$ cat config.mk
export PLATFORM = sky130hd
export DESIGN_NAME = windowed_reset_watchdog
export DESIGN_NICKNAME = d
export VERILOG_FILES = /design/src/hdl/wdog_pkg.sv /design/src/hdl/windowed_reset_watchdog.sv /design/src/hdl/sync2.sv
export VERILOG_INCLUDE_DIRS = /design/src /design/src/hdl
export SDC_FILE = /design/constraint.sdc
export NUM_CORES = 1
export LEC_CHECK = 0
export BUFFER_PORTS_ARGS = -buffer_cell sky130_fd_sc_hd__clkbuf_2
export CAP_MARGIN = 25
export CORE_MARGIN = 2
export CORE_UTILIZATION = 51
export CTS_CLUSTER_SIZE = 25
export DETAILED_ROUTE_END_ITERATION = 8
export GPL_ROUTABILITY_DRIVEN = 1
export PLACE_DENSITY = 0.77
export SETUP_SLACK_MARGIN = 0.15
export SKIP_LAST_GASP = 1
export SLEW_MARGIN = 20
export SYNTH_ARGS = -nofsm -noshare
export SYNTH_HDL_FRONTEND = slang
export SYNTH_HIERARCHICAL = 1
export SYNTH_SLANG_ARGS = --single-unit
$ cat constraint.sdc
create_clock -name pclk -period 1.9 [get_ports pclk]
set_input_delay 0.475 -clock pclk [delete_from_list [all_inputs] [get_ports pclk]]
set_output_delay 0.475 -clock pclk [all_outputs]
set_load 0.01 [all_outputs]
$ cat src/hdl/wdog_cfg.svh
`ifndef WDOG_CFG_SVH
`define WDOG_CFG_SVH

// ==========================================
// Register map
`define CTRL_OFFSET     8'h24
`define CTRL_RESET      8'h7F
`define ACTIVE_BIT      7
`define TOP_BIT         6
`define COUNT_EXPIRE    7'h40

// ==========================================
// Timing
`define CLK_MHZ         40
`define PULSE_NS        500
`define PULSE_CYC       ((`PULSE_NS * `CLK_MHZ) / 1000)
`define TICK_CYC        12288
`define WAKE_CYC        4096

`endif

$ cat src/hdl/wdog_pkg.sv
package wdog_pkg;

  // ==========================================
  // Control register contents
  typedef struct packed {
    logic       active;  // Activation bit
    logic [6:0] count;   // Countdown value
  } ctrl_t;

  // ==========================================
  // Oscillator / wake sequencing, Gray up to wake; wake to run flips both bits
  typedef enum logic [1:0] {
    ST_RUN  = 2'b00,  // Oscillator running
    ST_HALT = 2'b01,  // Stopped, frozen
    ST_WAKE = 2'b11   // Wake delay running
  } osc_state_t;

  // Option straps after synchronising
  typedef struct packed {
    logic always_on;     // Hardware watchdog
    logic reset_on_stop; // Reset on stop
  } opt_t;

endpackage

$ cat src/hdl/windowed_reset_watchdog.sv
// Chosen here: the APB register port.
`timescale 1ns/1ps
`default_nettype none
`include "wdog_cfg.svh"

// ==========================================
// Supervisory timer with APB control register
module windowed_reset_watchdog #(
  parameter int TICK_CYC = `TICK_CYC
) (
  input  wire logic        pclk,
  input  wire logic        presetn,
  input  wire logic        psel,
  input  wire logic        penable,
  input  wire logic        pwrite,
  input  wire logic [7:0]  paddr,
  input  wire logic [31:0] pwdata,
  input  wire logic [3:0]  pstrb,
  output var  logic        pready,
  output var  logic [31:0] prdata,
  output var  logic        pslverr,
  input  wire logic        opt_always_on,
  input  wire logic        opt_reset_on_stop,
  input  wire logic        stop_exec,
  input  wire logic        ext_wake,
  output var  logic        device_reset_n,
  output var  logic        osc_halted
);
  import wdog_pkg::*;

  // ==========================================
  // Local widths
  // Counter widths follow the counts they hold;
  // the pulse counter is sized for 20 cycles at
  // 40 MHz and must grow if the clock speeds up.
  localparam int PW = $clog2(TICK_CYC);   // Prescaler bits
  localparam int WW = $clog2(`WAKE_CYC);  // Wake delay bits
  localparam int RW = 5;                  // Pulse counter bits

  localparam logic [PW-1:0] TICK_LAST =
    PW'(TICK_CYC - 1);
  localparam logic [WW-1:0] WAKE_LAST =
    WW'(`WAKE_CYC - 1);
  localparam logic [RW-1:0] PULSE_LEN =
    RW'(`PULSE_CYC);

  // ==========================================
  // Declarations
  ctrl_t          ctrl_q;      // Control register
  osc_state_t     state_q;     // Oscillator state
  logic [PW-1:0]  presc_q;     // CPU cycle prescaler
  logic [WW-1:0]  wake_q;      // Wake delay count
  logic [RW-1:0]  pulse_q;     // Reset pulse length
  logic           pready_q;    // Bus answer
  logic [31:0]    prdata_q;    // Read data
  logic           pslverr_q;   // Unmapped flag
  logic           rst_out_q;   // Reset pin level
  logic [2:0]     pins_s;      // Synced pins
  opt_t           opt;         // Synced options
  logic           wake_s;      // Synced wake
  logic           tick;        // Decrement strobe
  logic           running;     // Oscillator on
  logic           eff_active;  // Watchdog armed
  logic           bus_wr;      // Write taken
  logic           hit;         // Address match
  logic           expire;      // Rollover event
  logic           sw_reset;    // Software reset
  logic           stop_reset;  // Stop reset
  logic           fire;        // Any reset cause
  logic           do_halt;     // Enter halt
  logic [7:0]     wr_byte;     // Written value
  logic           setup_ph;    // APB setup cycle

  // ==========================================
  // Helpers
  // The decode is shared by the write and the answer
  // logic; the readback word is built here too.

  // Decode of the single mapped word
  function automatic logic addr_hit(
    input logic [7:0] a
  );
    addr_hit = (a == `CTRL_OFFSET);
  endfunction

  // Readback word, upper bits zero
  function automatic logic [31:0] rd_word(
    input ctrl_t c,
    input logic  hw_on
  );
    logic [7:0] b;
    b = {c.active | hw_on, c.count};
    rd_word = {24'h0, b};
  endfunction

  // ==========================================
  // Pin synchronisers
  // Option straps and wake come from outside
  // the clock domain, so two stages first.
  sync2 #(
    .W(3)
  ) u_sync (
    .clk   (pclk),
    .rst_n (presetn),
    .d     ({opt_always_on, opt_reset_on_stop,
             ext_wake}),
    .q     (pins_s)
  );

  // Straps land as one struct, in the order of
  // the synchroniser's input concatenation
  assign opt    = opt_t'(pins_s[2:1]);
  assign wake_s = pins_s[0];

  // ==========================================
  // Bus decode
  assign hit     = addr_hit(paddr);
  // Setup phase of any transfer, shared by the
  // three answer registers below
  assign setup_ph = psel & !penable;
  assign bus_wr  = psel & penable & pready_q &
                   pwrite & hit;
  // Low byte lane carries the register
  assign wr_byte = pwdata[7:0];

  // Armed by software bit or hardware option
  assign eff_active = ctrl_q.active |
                      opt.always_on;

  // Counting only while oscillator runs; the
  // idle instruction has no input here at all
  assign running = (state_q == ST_RUN);

  // ==========================================
  // Reset causes
  // Each cause is a one-cycle strobe; they are
  // merged into one pulse request below, so two
  // causes together give one pulse, not two.
  // Timer expiry when top bit clears
  assign expire = eff_active & running & tick &
                  (ctrl_q.count ==
                   `COUNT_EXPIRE);

  // Armed write with top bit clear
  assign sw_reset = bus_wr & pstrb[0] &
                    (wr_byte[`ACTIVE_BIT] |
                     eff_active) &
                    !wr_byte[`TOP_BIT];

  // Stop instruction with reset option
  assign stop_reset = stop_exec & running &
                      opt.reset_on_stop &
                      eff_active;

  // Plain stop halts the oscillator
  assign do_halt = stop_exec & running &
                   !stop_reset;

  assign fire = expire | sw_reset | stop_reset;

  // ==========================================
  // Prescaler
  // Free running; a reload does not restart it,
  // so the first increment may be short. The
  // trade keeps the bus path free of any reset
  // of this counter; software sees at most one
  // increment of jitter on each timeout.
  always_ff @(posedge pclk or negedge presetn) begin
    if (!presetn) begin
      presc_q <= '0;
    end else if (!running) begin
      // Frozen while halted or waking
      presc_q <= presc_q;
    end else if (presc_q == TICK_LAST) begin
      presc_q <= '0;
    end else begin
      presc_q <= presc_q + PW'(1);
    end
  end

  // One decrement per full prescaler period
  assign tick = running &
                (presc_q == TICK_LAST);

  // ==========================================
  // Control register
  // A write in the same cycle as a tick wins and
  // that decrement is lost; an expiry raised by
  // that tick still fires, so a late reload
  // cannot cancel a reset already due.
  always_ff @(posedge pclk or negedge presetn) begin
    if (!presetn) begin
      // Disabled, count all ones
      ctrl_q <= ctrl_t'(`CTRL_RESET);
    end else if (bus_wr && pstrb[0]) begin
      // Activation is sticky; zero is ignored
      ctrl_q.active <= ctrl_q.active |
                       wr_byte[`ACTIVE_BIT];
      // Write loads the countdown at once
      ctrl_q.count <= wr_byte[6:0];
    end else if (tick) begin
      // Decrements whether armed or not
      ctrl_q.count <= ctrl_q.count -
                      7'h01;
    end
  end

  // ==========================================
  // Oscillator state
  // Wake is read only after the synchroniser, so
  // the delay starts two cycles after the pin.
  // An unused code falls back to running.
  always_ff @(posedge pclk or negedge presetn) begin
    if (!presetn) begin
      state_q <= ST_RUN;
    end else begin
      case (state_q)
        ST_RUN: begin
          // Stop without reset option, or with it while not armed
          if (do_halt) begin
            state_q <= ST_HALT;
          end
        end
        ST_HALT: begin
          // Only an external event wakes
          if (wake_s) begin
            state_q <= ST_WAKE;
          end
        end
        ST_WAKE: begin
          // Hold off counting for the delay
          if (wake_q == WAKE_LAST) begin
            state_q <= ST_RUN;
          end
        end
        default: begin
          state_q <= ST_RUN;
        end
      endcase
    end
  end

  // ==========================================
  // Wake delay counter
  // Counts only in the wake state and clears
  // elsewhere, so a second halt starts afresh
  // and the delay is the same every time.
  always_ff @(posedge pclk or negedge presetn) begin
    if (!presetn) begin
      wake_q <= '0;
    end else if (state_q == ST_WAKE) begin
      wake_q <= wake_q + WW'(1);
    end else begin
      wake_q <= '0;
    end
  end

  // ==========================================
  // Reset pulse
  // The pulse holds low for a fixed length; a
  // cause during the pulse restarts it. The
  // block itself is cleared by the system reset
  // that this pulse provokes.
  always_ff @(posedge pclk or negedge presetn) begin
    if (!presetn) begin
      pulse_q <= '0;
    end else if (fire) begin
      // Load the remaining low cycles
      pulse_q <= PULSE_LEN - RW'(1);
    end else if (pulse_q != '0) begin
      // Count the low time down
      pulse_q <= pulse_q - RW'(1);
    end else begin
      // Nothing pending
      pulse_q <= '0;
    end
  end

  // Pin level: low on any cause and while the
  // counter runs; a flop keeps it glitch free
  always_ff @(posedge pclk or negedge presetn) begin
    if (!presetn) begin
      // Released while the block itself resets
      rst_out_q <= 1'b1;
    end else if (fire || (pulse_q != '0)) begin
      rst_out_q <= 1'b0;
    end else begin
      // Pulse over, pin back high
      rst_out_q <= 1'b1;
    end
  end

  // ==========================================
  // APB answer
  // Ready rises after the setup cycle, giving
  // zero wait states in the access phase.
  always_ff @(posedge pclk or negedge presetn) begin
    if (!presetn) begin
      pready_q <= 1'b0;
    end else if (setup_ph) begin
      // Setup seen: answer in the access phase
      pready_q <= 1'b1;
    end else begin
      // Access done or idle
      pready_q <= 1'b0;
    end
  end

  // Error flag: only the one mapped word answers
  always_ff @(posedge pclk or negedge presetn) begin
    if (!presetn) begin
      pslverr_q <= 1'b0;
    end else if (setup_ph) begin
      // Unmapped address refused, no effect
      pslverr_q <= !hit;
    end else begin
      pslverr_q <= 1'b0;
    end
  end

  // Read data: a snapshot from the setup cycle,
  // so a tick in the access cycle is not seen
  always_ff @(posedge pclk or negedge presetn) begin
    if (!presetn) begin
      prdata_q <= '0;
    end else if (setup_ph && !pwrite && hit) begin
      // Live state of the timer
      prdata_q <= rd_word(ctrl_q, opt.always_on);
    end else begin
      // Zero outside a read answer
      prdata_q <= '0;
    end
  end

  // ==========================================
  // Outputs straight from flip-flops
  assign pready         = pready_q;
  assign prdata         = prdata_q;
  assign pslverr        = pslverr_q;
  assign device_reset_n = rst_out_q;
  // Bit 0 is set in halt and wake alike
  assign osc_halted     = state_q[0];

endmodule

`default_nettype wire

$ cat src/hdl/sync2.sv
`timescale 1ns/1ps
`default_nettype none

// ==========================================
// Two-stage level synchroniser
module sync2 #(
  parameter int W = 1
) (
  input  wire logic         clk,
  input  wire logic         rst_n,
  input  wire logic [W-1:0] d,
  output var  logic [W-1:0] q
);

  logic [W-1:0] meta_q;  // First stage, read by q only

  // Both stages clear under reset
  always_ff @(posedge clk or negedge rst_n) begin
    if (!rst_n) begin
      meta_q <= '0;
      q      <= '0;
    end else begin
      meta_q <= d;
      q      <= meta_q;
    end
  end

endmodule

`default_nettype wire

==> out/metrics.csv, run 1 <==
stage;metric;value;unit
synth;Seq/Total Area, Yosys;51.8;%
synth;Async SR Flop Fraction;100;%
synth;ranking of synthesized cells by area;dfrtp_1, dfstp_2, buf_4, nor2_1, xnor2_1;
grt;initial antenna violation count;0;
routing;Via Count;2062;
critical_path;CP Capture Type;register;
grt;global route overflow;0;
clock_network;TritonCTS Buffers;9;
run_status;status;finished, final reports clean;
die;Die H;78.4;µm
synth;EDFF count, synth;0;
layout;nets;384;
die;# IOs;89;
timing;fmax;0.575;GHz
critical_path;CP delay by family, top;simple AND/OR/NAND/NOR gates;
critical_path;Startpoint Class;register;
die;Starting Density;51.9;%
layout;final core utilization;60.8;%
die;core area;5440;µm²
synth;Yosys top cell area share;44.3;%
synth;leading area contributor after synthesis;dfrtp_1;
critical_path;crit-path max cell delay;0.38;ns
grt;vias in the first global route;2006;
routing;DR pass1 iterations;4;
timing;Final Hold Violating Endpoints;0;
place;RePlAce Congestion;0.766;
routing;Routed WL;5030;µm
synth;Syn Inst Count;270;
timing;clk_skew;0.00750;ns
timing;Tcrit/Tclk final;91.5;%
layout;Finished Layout Cells;403;
clock_network;Clock Latency Late Sink;0.34;ns
synth;Mapped Avg Cell Area;10.4;µm²
worst_hold_path;hold crit path type;input port to async pin;
synth;top_reg_cell synth;dfrtp_1;
routing;Antenna Nets Post-Route;0;
critical_path;CP required;2.16;ns
clock_network;CTS Sinks;58;
critical_path;WP buf/inv;1;
layout;fraction of layout cells with a size suffix above 1;25.4;%
die;die area;6140;µm²
timing;unrepaired setup endpoints after global routing;true;
layout;ANT cells;0;
synth;top-count cell post-synth;dfrtp_1;
timing;Slew Limit Fails;0;
critical_path;Critical-path top delay cell;dfrtp_1;
die;Row Count;27;
timing;TNS Setup;0;ns
clock_network;CTS H-Tree Depth;3;
run;number of max-cap violations;0;
place;PortBufs;37;
place;post-placement cell count;383;
timing;Final Setup Violations;0;
routing;Via density;5.12;
clock_network;CTS tree;built;
critical_path;critical path peak fanout;13;
grt;first-pass GRT wire length;8710;µm
pwr;leakage;1.65;nW
layout;Area growth, synth to finish;17.2;%
die;Die Span X;78.4;µm
clock_network;maximum clock insertion buffer count;2;
synth;post-synth cell types;45;
routing;routed len/inst;12.5;µm
clock_network;CTS root buf;clkbuf_8;
critical_path;Stages on worst setup path;6;
place;Final HPWL DP;3470;µm
critical_path;R2R setup slack;0.16;ns
critical_path;crit path kind;register to register;
critical_path;CP cell instances;ha_2 -> nor3b_4 -> nand4_1 -> buf_6 -> o211a_1 -> or3_1;
synth;Mapped Area;2820;µm²
routing;DRT iter0 DRCs;96;
synth;Yosys reg bits;58;
pwr;Max VDD drop;0.420;mV
critical_path;WP data arrival;1.99;ns
synth;synth warn;6;
timing;fin crit period;1.74;ns
pwr;Power Density;908;nW/µm²
routing;# DRC;0;
critical_path;Worst Reg-to-Reg Cells;6;
synth;Post-synth top cells;dfrtp_1, nor2_1, buf_4, nand2_1;
clock_network;CTS clk-pin slew, worst paths;0.06;ns
grt;Total GRT Usage;18.5;%
grt;largest net degree at the start of global routing;59;
[routing by layer]
| layer | global-route usage (%) | wire length (µm) |
|---|---|---|
| met2 | 29.3 | 2380 |
| met4 | 12.5 | 136 |
| met5 | 0 | 0 |
| met3 | 4.37 | 246 |
| met1 | 22.4 | 2260 |
[area by class of cell]
| cell class | count | area (µm²) |
|---|---|---|
| flip-flops and latches | 58 | 1460 |
| fillers | 467 | 2130 |
| multi-input cells | 195 | 1210 |
| repair buffers | 52 | 314 |
| well taps | 72 | 90.1 |
| inverters | 10 | 37.5 |
| clock buffers | 13 | 149 |
| clock inverters | 3 | 40.0 |
[cell usage in the layout, fill, tap and decap left out, types with 7 or more instances in the layout]
cell type,synthesis,layout
conb_1,1,24
clkbuf_2,1,37
nand3_1,11,11
nand2_1,14,14
xnor2_1,10,10
dfrtp_1,50,50
nor2_1,27,27
xor2_1,8,8
a31oi_1,7,7
clkbuf_8,0,10
inv_1,10,10
nor3_1,7,7
buf_4,25,13
or3_1,12,11
a21oi_1,7,7
o21ai_0,12,12
dfstp_2,8,8
[sequential cells by signal, summed over array words and instances, names as in the netlist, 2 cells and up]
name and cells:
ctrl_q 8, prdata 8, presc_q 14, pulse_q 5, state_q 2, u_sync/meta_q 3, u_sync/q 3, wake_q 12
[final timing paths]
path                               endpoint             start
min in group pclk          u_sync/meta_q[0]          ext_wake
min                             presc_q[10]           presetn
max reg2reg                       ctrl_q[5]        presc_q[1]
max in group asynchronous         ctrl_q[6]           presetn
min reg2reg                     u_sync/q[1]  u_sync/meta_q[1]
max                               ctrl_q[5]        presc_q[1]
[through the flow]
stage	total power [mW]	cell area, µm²	worst slack, ns	hold slack [ns]
2_1_floorplan	1.82	2910	0.255	0.179
3_3_place_gp	1.91	3070	0.0494	0.333
3_5_place_dp	1.93	3070	0.0384	0.335
4_1_cts	3.04	3260	0.161	0.133
5_1_grt	3.19	3310	0.0742	0.154
6_report	3.00	3310	0.161	0.137
[what timing repair did]
item,4_1_cts,5_1_grt
buffers inserted,0,4
resized for setup,1,3
hold buffers,0,0
endpoints found under the setup margin,1,14
pin swaps,0,3
[cells by family (layout without fill, tap and decap cells)]
| logic type | after synthesis | after routing | share of synthesized area [%] |
|---|---|---|---|
| simple gates | 109 | 109 | 22.7 |
| compound gates | 38 | 38 | 8.43 |
| xor+xnor | 18 | 18 | 5.59 |
| flops | 58 | 58 | 51.8 |
| buf+inv | 40 | 78 | 8.78 |
| fa+ha+maj | 5 | 5 | 2.22 |
| mux | 1 | 1 | 0.399 |
| other cells | 1 | 24 | 0.133 |
[report_power, final]
group / switching [mW] / internal, mW / total [mW]
clock network: 0.456 / 0.638 / 1.09
registers: 0.111 / 1.38 / 1.49
logic: 0.231 / 0.191 / 0.421
No activity file was read; power rests on OpenSTA's default activity.
==> run 2: changes to the inputs <==
- CORE_UTILIZATION: 51 -> 45
- GPL_TIMING_DRIVEN: default -> 0
- PLACE_DENSITY: 0.77 -> 0.69
==> out/metrics.csv, run 2 (same netlist as run 1, synthesis figures left out) <==
stage;metric;value;unit;change
critical_path;critical path peak fanout;6;;was 13
layout;ANT cells;0;;unchanged
place;Final HPWL DP;3750;µm;was 3470 µm
layout;fraction of layout cells with a size suffix above 1;30.5;%;was 25.4%
critical_path;CP required;2.17;ns;was 2.16 ns
grt;initial antenna violation count;0;;unchanged
die;Die Span X;83.2;µm;was 78.4 µm
timing;fmax;0.577;GHz;was 0.575 GHz
layout;nets;404;;was 384
place;PortBufs;37;;unchanged
grt;first-pass GRT wire length;9030;µm;was 8710 µm
critical_path;Startpoint Class;register;;unchanged
layout;Finished Layout Cells;426;;was 403
timing;TNS Setup;0;ns;unchanged
timing;Least-Margin Pin Slew;0.490;ns;
die;Row Count;28;;was 27
clock_network;Clock Latency Late Sink;0.34;ns;about the same
layout;max reg flops;14;;unchanged
timing;worst relative slew slack;67.0;%;
timing;fin crit period;1.73;ns;was 1.74 ns
critical_path;CP Capture Type;register;;unchanged
pwr;leakage;1.75;nW;was 1.65 nW
run_status;status;finished, final reports clean;;unchanged
timing;Final Hold Violating Endpoints;0;;unchanged
die;# IOs;89;;unchanged
grt;global route overflow;0;;unchanged
layout;fillers;529;;was 467
timing;clk_skew;0.00451;ns;was 0.00750 ns
grt;vias in the first global route;2019;;was 2006
routing;Antenna Nets Post-Route;0;;unchanged
clock_network;CTS tree;built;;unchanged
timing;hold slack;0.234;ns;was 0.137 ns
timing;Final Setup Violations;0;;unchanged
pwr;Power Density;914;nW/µm²;was 908 nW/µm²
die;Starting Density;47.1;%;was 51.9%
place;RePlAce Congestion;0.770;;was 0.766
layout;sequential cell area;1460;µm²;about the same
timing;setup ws final;0.168;ns;was 0.161 ns
layout;most frequent cells in the layout;dfrtp_1, clkbuf_2, buf_4, nor2_1, conb_1;;was dfrtp_1, clkbuf_2, nor2_1, conb_1, nand2_1
routing;# DRC;0;;unchanged
place;pre-CTS setup slack;-0.0589;ns;was 0.0384 ns
clock_network;TritonCTS Buffers;9;;unchanged
layout;Area growth, synth to finish;23.9;%;was 17.2%
die;die area;6920;µm²;was 6140 µm²
routing;Via Count;2109;;was 2062
layout;final core utilization;58.4;%;was 60.8%
clock_network;CTS H-Tree Depth;3;;unchanged
layout;Top Registers;presc_q (14), wake_q (12);;unchanged
timing;Slew Limit Fails;0;;unchanged
run;number of max-cap violations;0;;unchanged
routing;DRT iter0 DRCs;74;;was 96
layout;Most flops, register;presc_q;;unchanged
timing;unrepaired setup endpoints after global routing;true;;unchanged
layout;area occupied by multi-input gates;1220;µm²;was 1210 µm²
die;core area;5990;µm²;was 5440 µm²
grt;Total GRT Usage;16.4;%;was 18.5%
pwr;Max VDD drop;0.575;mV;was 0.420 mV
routing;Via density;4.95;;was 5.12
grt;largest net degree at the start of global routing;53;;was 59
place;post-placement cell count;406;;was 383
timing;Tcrit/Tclk final;91.1;%;was 91.5%
clock_network;CTS Sinks;58;;unchanged
clock_network;CTS root buf;clkbuf_8;;unchanged
routing;routed len/inst;12.5;µm;about the same
critical_path;WP data arrival;2.00;ns;was 1.99 ns
routing;DR pass1 iterations;4;;unchanged
die;Die H;83.2;µm;was 78.4 µm
routing;Routed WL;5330;µm;was 5030 µm
clock_network;CTS clk-pin slew, worst paths;0.07;ns;was 0.06 ns
clock_network;maximum clock insertion buffer count;2;;unchanged
worst_hold_path;hold crit path type;input port to register;;was input port to async pin
layout;most common cell after layout, fill and taps aside;dfrtp_1;;unchanged
critical_path;crit path kind;register to register;;unchanged
## run 2: cell types whose count changed in the layout (fill, tap and decap cells not counted), moves of 2 or more
cell and change:
dfrtp_1 -2, clkinvlp_4 +2, dfrtp_2 +2, buf_4 +14
## run 2: final timing paths
kind	start	endpoint	slack, ns	cells past startpoint
max in group asynchronous	presetn	ctrl_q[2]	0.85	3
min in group asynchronous	presetn	pready	0.52	2
min reg2reg	u_sync/meta_q[1]	u_sync/q[1]	0.35	0
max	presc_q[12]	ctrl_q[3]	0.17	4
max reg2reg	presc_q[12]	ctrl_q[3]	0.17	4
min	opt_always_on	u_sync/meta_q[2]	0.23	1
## run 2: final cells by class
type | instances | share of cell area (%)
plain buffers | 30 | 6.30
clock buffers | 9 | 3.54
inverters | 10 | 1.07
flip-flops and latches | 58 | 41.9
repair buffers | 42 | 7.08
clock inverters | 7 | 2.68
multi-input cells | 195 | 34.8
well taps | 75 | 2.68
## run 2: repair_timing
item,CTS,global route
setup endpoints to repair,15,12
gates resized for setup,5,4
hold endpoints to repair,3,0
pin swaps,2,2
hold buffers,1,0
setup buffers,1,2
## run 2: worst max-delay path, stage by stage, from the launching register on
cell and delay, ns:
dfrtp_1 0.41, nand4b_2 0.30, or4_1 0.46, or3_1 0.32
a31oi_1 0.17
## run 2: per-stage QoR
step	instance area, µm²	power, mW
6_report	3500	3.20
3_3_place_gp	3190	1.94
2_1_floorplan	2910	1.82
4_1_cts	3470	3.23
5_1_grt	3500	3.38
3_5_place_dp	3220	1.97
## run 2: metal layers
metal / vias up / track usage [%] / part of all wire (%)
met4: 0 / 10.3 / 2.4
li1: 1053 / - / -
met2: 47 / 26.4 / 48
met3: 10 / 3.28 / 3.8
met5: - / 0 / 0
met1: 999 / 20.2 / 46
## run 2: power breakdown
group	leakage [nW]	total (mW)	internal (mW)	switching, mW
registers	0.734	1.48	1.38	0.109
logic	0.908	0.467	0.230	0.237
clock network	0.105	1.25	0.734	0.511
==> run 3: changes to the inputs <==
- SYNTH_HIERARCHICAL: 1 -> default
==> out/metrics.csv, run 3 <==
stage;metric;value;unit;change
layout;final design area excluding fillers;3560;µm²;was 3500 µm²
die;Die H;83.5;µm;was 83.2 µm
pwr;fraction of power consumed by sequential logic;46.0;%;was 46.4%
synth;Seq/Total Area, Yosys;51.4;%;was 51.8%
clock_network;CTS Sinks;58;;unchanged
run_status;status;finished, final reports clean;;unchanged
synth;Mapped Area;2840;µm²;was 2820 µm²
synth;post-synth cell types;46;;was 45
pwr;leakage;1.81;nW;was 1.75 nW
synth;simple-gate share of the synthesized area;23.1;%;was 22.7%
worst_hold_path;hold crit path type;input port to async pin;;was input port to register
grt;initial antenna violation count;0;;unchanged
critical_path;CP Capture Type;register;;unchanged
timing;unrepaired setup endpoints after global routing;true;;unchanged
routing;routed len/inst;12.7;µm;was 12.5 µm
critical_path;CP required;2.16;ns;was 2.17 ns
clock_network;TritonCTS Buffers;9;;unchanged
place;PortBufs;37;;unchanged
grt;global route overflow;0;;unchanged
routing;Via Count;2131;;was 2109
layout;Most flops, register;presc_q;;unchanged
critical_path;WP data arrival;1.95;ns;was 2.00 ns
routing;Antenna Nets Post-Route;0;;unchanged
pwr;internal power;2.39;mW;was 2.34 mW
routing;DRT iter0 DRCs;122;;was 74
critical_path;crit path kind;register to register;;unchanged
grt;Total GRT Usage;16.7;%;was 16.4%
layout;most frequent cells in the layout;dfrtp_1, clkbuf_2, buf_4, nor2_1, conb_1;;unchanged
critical_path;Critical-path top delay cell;or4_1;;unchanged
layout;Finished Layout Cells;427;;was 426
critical_path;critical path peak fanout;4;;was 6
timing;setup ws final;0.204;ns;was 0.168 ns
synth;Post-synth top cells;dfrtp_1, nor2_1, buf_4, nand2_1;;unchanged
place;Post-DP Area;3230;µm²;was 3220 µm²
die;Die Span X;83.5;µm;was 83.2 µm
timing;Slew Limit Fails;0;;unchanged
pwr;Logic pwr share;15.5;%;was 14.6%
place;RePlAce Congestion;0.758;;was 0.770
synth;top_reg_cell synth;dfrtp_1;;unchanged
synth;Yosys reg bits;58;;unchanged
run;number of max-cap violations;0;;unchanged
pwr;Max VDD drop;0.664;mV;was 0.575 mV
critical_path;crit-path max cell delay;0.48;ns;was 0.46 ns
synth;largest family of logic cells by synthesized area;simple AND/OR/NAND/NOR gates;;unchanged
timing;Tcrit/Tclk final;89.2;%;was 91.1%
synth;top-count cell post-synth;dfrtp_1;;unchanged
synth;adder-cell share of the synthesized area;2.20;%;was 2.22%
place;pre-CTS setup slack;-0.180;ns;was -0.0589 ns
clock_network;maximum clock insertion buffer count;2;;unchanged
synth;Mapped Avg Cell Area;10.7;µm²;was 10.4 µm²
pwr;Power Density;905;nW/µm²;was 914 nW/µm²
place;post-placement cell count;403;;was 406
critical_path;Startpoint Class;register;;unchanged
layout;nets;405;;was 404
synth;Syn Inst Count;267;;was 270
critical_path;Worst Reg-to-Reg Cells;6;;was 4
timing;fmax;0.590;GHz;was 0.577 GHz
critical_path;R2R Path Start;ctrl_q[0];;was presc_q[12]
timing;Final Hold Violating Endpoints;0;;unchanged
layout;Area growth, synth to finish;25.0;%;was 23.9%
critical_path;R2R setup slack;0.20;ns;was 0.17 ns
timing;Final Setup Violations;0;;unchanged
clock_network;CTS H-Tree Depth;3;;unchanged
synth;EDFF count, synth;0;;unchanged
critical_path;WP buf/inv;2;;was 0
place;Final HPWL DP;3880;µm;was 3750 µm
routing;Routed WL;5420;µm;was 5330 µm
grt;largest net degree at the start of global routing;40;;was 53
layout;final core utilization;59.0;%;was 58.4%
critical_path;CP cell instances;inv_2 -> ha_2 -> inv_1 -> or3_1 -> or4_1 -> a31oi_1;;was nand4b_2 -> or4_1 -> or3_1 -> a31oi_1
layout;most common cell after layout, fill and taps aside;dfrtp_1;;unchanged
synth;synth warn;0;;was 6
clock_network;Clock Latency Late Sink;0.33;ns;was 0.34 ns
grt;vias in the first global route;2052;;was 2019
layout;max reg flops;14;;unchanged
layout;ANT cells;0;;unchanged
routing;Via density;4.99;;was 4.95
pwr;net switching power;0.831;mW;was 0.856 mW
grt;first-pass GRT wire length;9300;µm;was 9030 µm
synth;leading area contributor after synthesis;dfrtp_1;;unchanged
synth;post-synthesis mux area share;0.748;%;was 0.399%
clock_network;# hold bufs at CTS;0;;was 1
timing;fin crit period;1.70;ns;was 1.73 ns
routing;DR pass1 iterations;4;;unchanged
die;core area;6030;µm²;was 5990 µm²
pwr;Clock power frac;38.5;%;was 39.0%
routing;# DRC;0;;unchanged
die;# IOs;89;;unchanged
die;Starting Density;47.2;%;was 47.1%
layout;fraction of layout cells with a size suffix above 1;34.7;%;was 30.5%
timing;TNS Setup;0;ns;unchanged
clock_network;CTS tree;built;;unchanged
clock_network;CTS root buf;clkbuf_8;;unchanged
synth;Async SR Flop Fraction;100;%;unchanged
critical_path;Reg2Reg Capture Point;ctrl_q[4];;was ctrl_q[3]
die;die area;6970;µm²;was 6920 µm²
synth;compound-cell area share of the yosys netlist;7.17;%;was 8.43%
pwr;Switching Fraction;25.8;%;was 26.8%
synth;Yosys top cell area share;44.0;%;was 44.3%
clock_network;CTS clk-pin slew, worst paths;0.07;ns;about the same
critical_path;CP delay by family, top;simple AND/OR/NAND/NOR gates;;unchanged
layout;Top Registers;presc_q (14), wake_q (12);;unchanged
die;Row Count;28;;unchanged
synth;ranking of synthesized cells by area;dfrtp_1, dfstp_2, buf_4, nor2_1, xnor2_1;;unchanged
synth;Post-Synth XOR/XNOR Area;6.16;%;was 5.59%
timing;clk_skew;0.00966;ns;was 0.00451 ns
## run 3: kinds of logic (layout without fill, tap and decap cells)
logic type	count (synthesis)	count (layout)
and+or+nand+nor	112	112
DFF	58	58
buffers and inverters	38	100
AOI/OAI and AO/OA	31	31
xor gates and xnor gates	20	20
adders and majority gates	5	5
muxes	2	2
other	1	24
## run 3: how the worst max path moves through the flow
stage | cells after the start | startpoint | slack [ns] | to
after floorplan | 4 | paddr[4] | 0.20 | pulse_q[2]
after global placement | 5 | state_q[1] | -0.15 | presc_q[11]
after CTS | 5 | state_q[1] | 0.14 | presc_q[11]
after detailed placement | 5 | paddr[4] | -0.18 | pulse_q[3]
final | 6 | ctrl_q[0] | 0.20 | ctrl_q[4]
after global routing | 5 | state_q[1] | 0.08 | ctrl_q[1]
## run 3: metal layers
layer,share of wire [%],GRT usage (%),vias up
met5,0,0,-
met4,1.8,4.99,0
met3,5.4,6.53,10
met2,50,28.2,56
met1,43,19.7,1013
li1,-,-,1052
## run 3: worst reg2reg max path, delay by kind of cell, from the launching register on
kind	cells	cell delay, ns
AOI/OAI and AO/OA	1	0.14
adders and majority gates	1	0.18
buffers and inverters	2	0.13
DFF	1	0.38
and+or+nand+nor	2	0.80
## run 3: metrics by stage
stage | power [mW] | hold WS [ns]
after CTS | 3.25 | 0.0373
after global placement | 1.95 | 0.335
after global routing | 3.41 | 0.0436
after floorplan | 1.84 | 0.179
after detailed placement | 1.99 | 0.336
final | 3.22 | 0.0417
## run 3: area by class of cell
| class | instances | area (µm²) |
|---|---|---|
| fillers | 530 | 2470 |
| flip-flops and latches | 58 | 1460 |
| multi-input cells | 194 | 1250 |
| repair buffers | 46 | 268 |
| plain buffers | 28 | 220 |
| clock buffers | 11 | 141 |
| well taps | 75 | 93.8 |
| clock inverters | 5 | 77.6 |
| inverters | 10 | 37.5 |
## run 3: timing repair
item / CTS / global route
resized for setup: 4 / 10
endpoints found under the setup margin: 21 / 27
hold endpoints to repair: 0 / 0
pin swaps: 2 / 6
buffers inserted: 4 / 4
## run 3: power by group through the flow
| stage | clock, mW | combinational [mW] | sequential (mW) |
|---|---|---|---|
| floorplan | 0 | 0.359 | 1.48 |
| global placement | 0 | 0.461 | 1.49 |
| detailed placement | 0 | 0.494 | 1.50 |
| CTS | 1.27 | 0.498 | 1.48 |
| global route | 1.33 | 0.573 | 1.51 |
| finish | 1.24 | 0.499 | 1.48 |
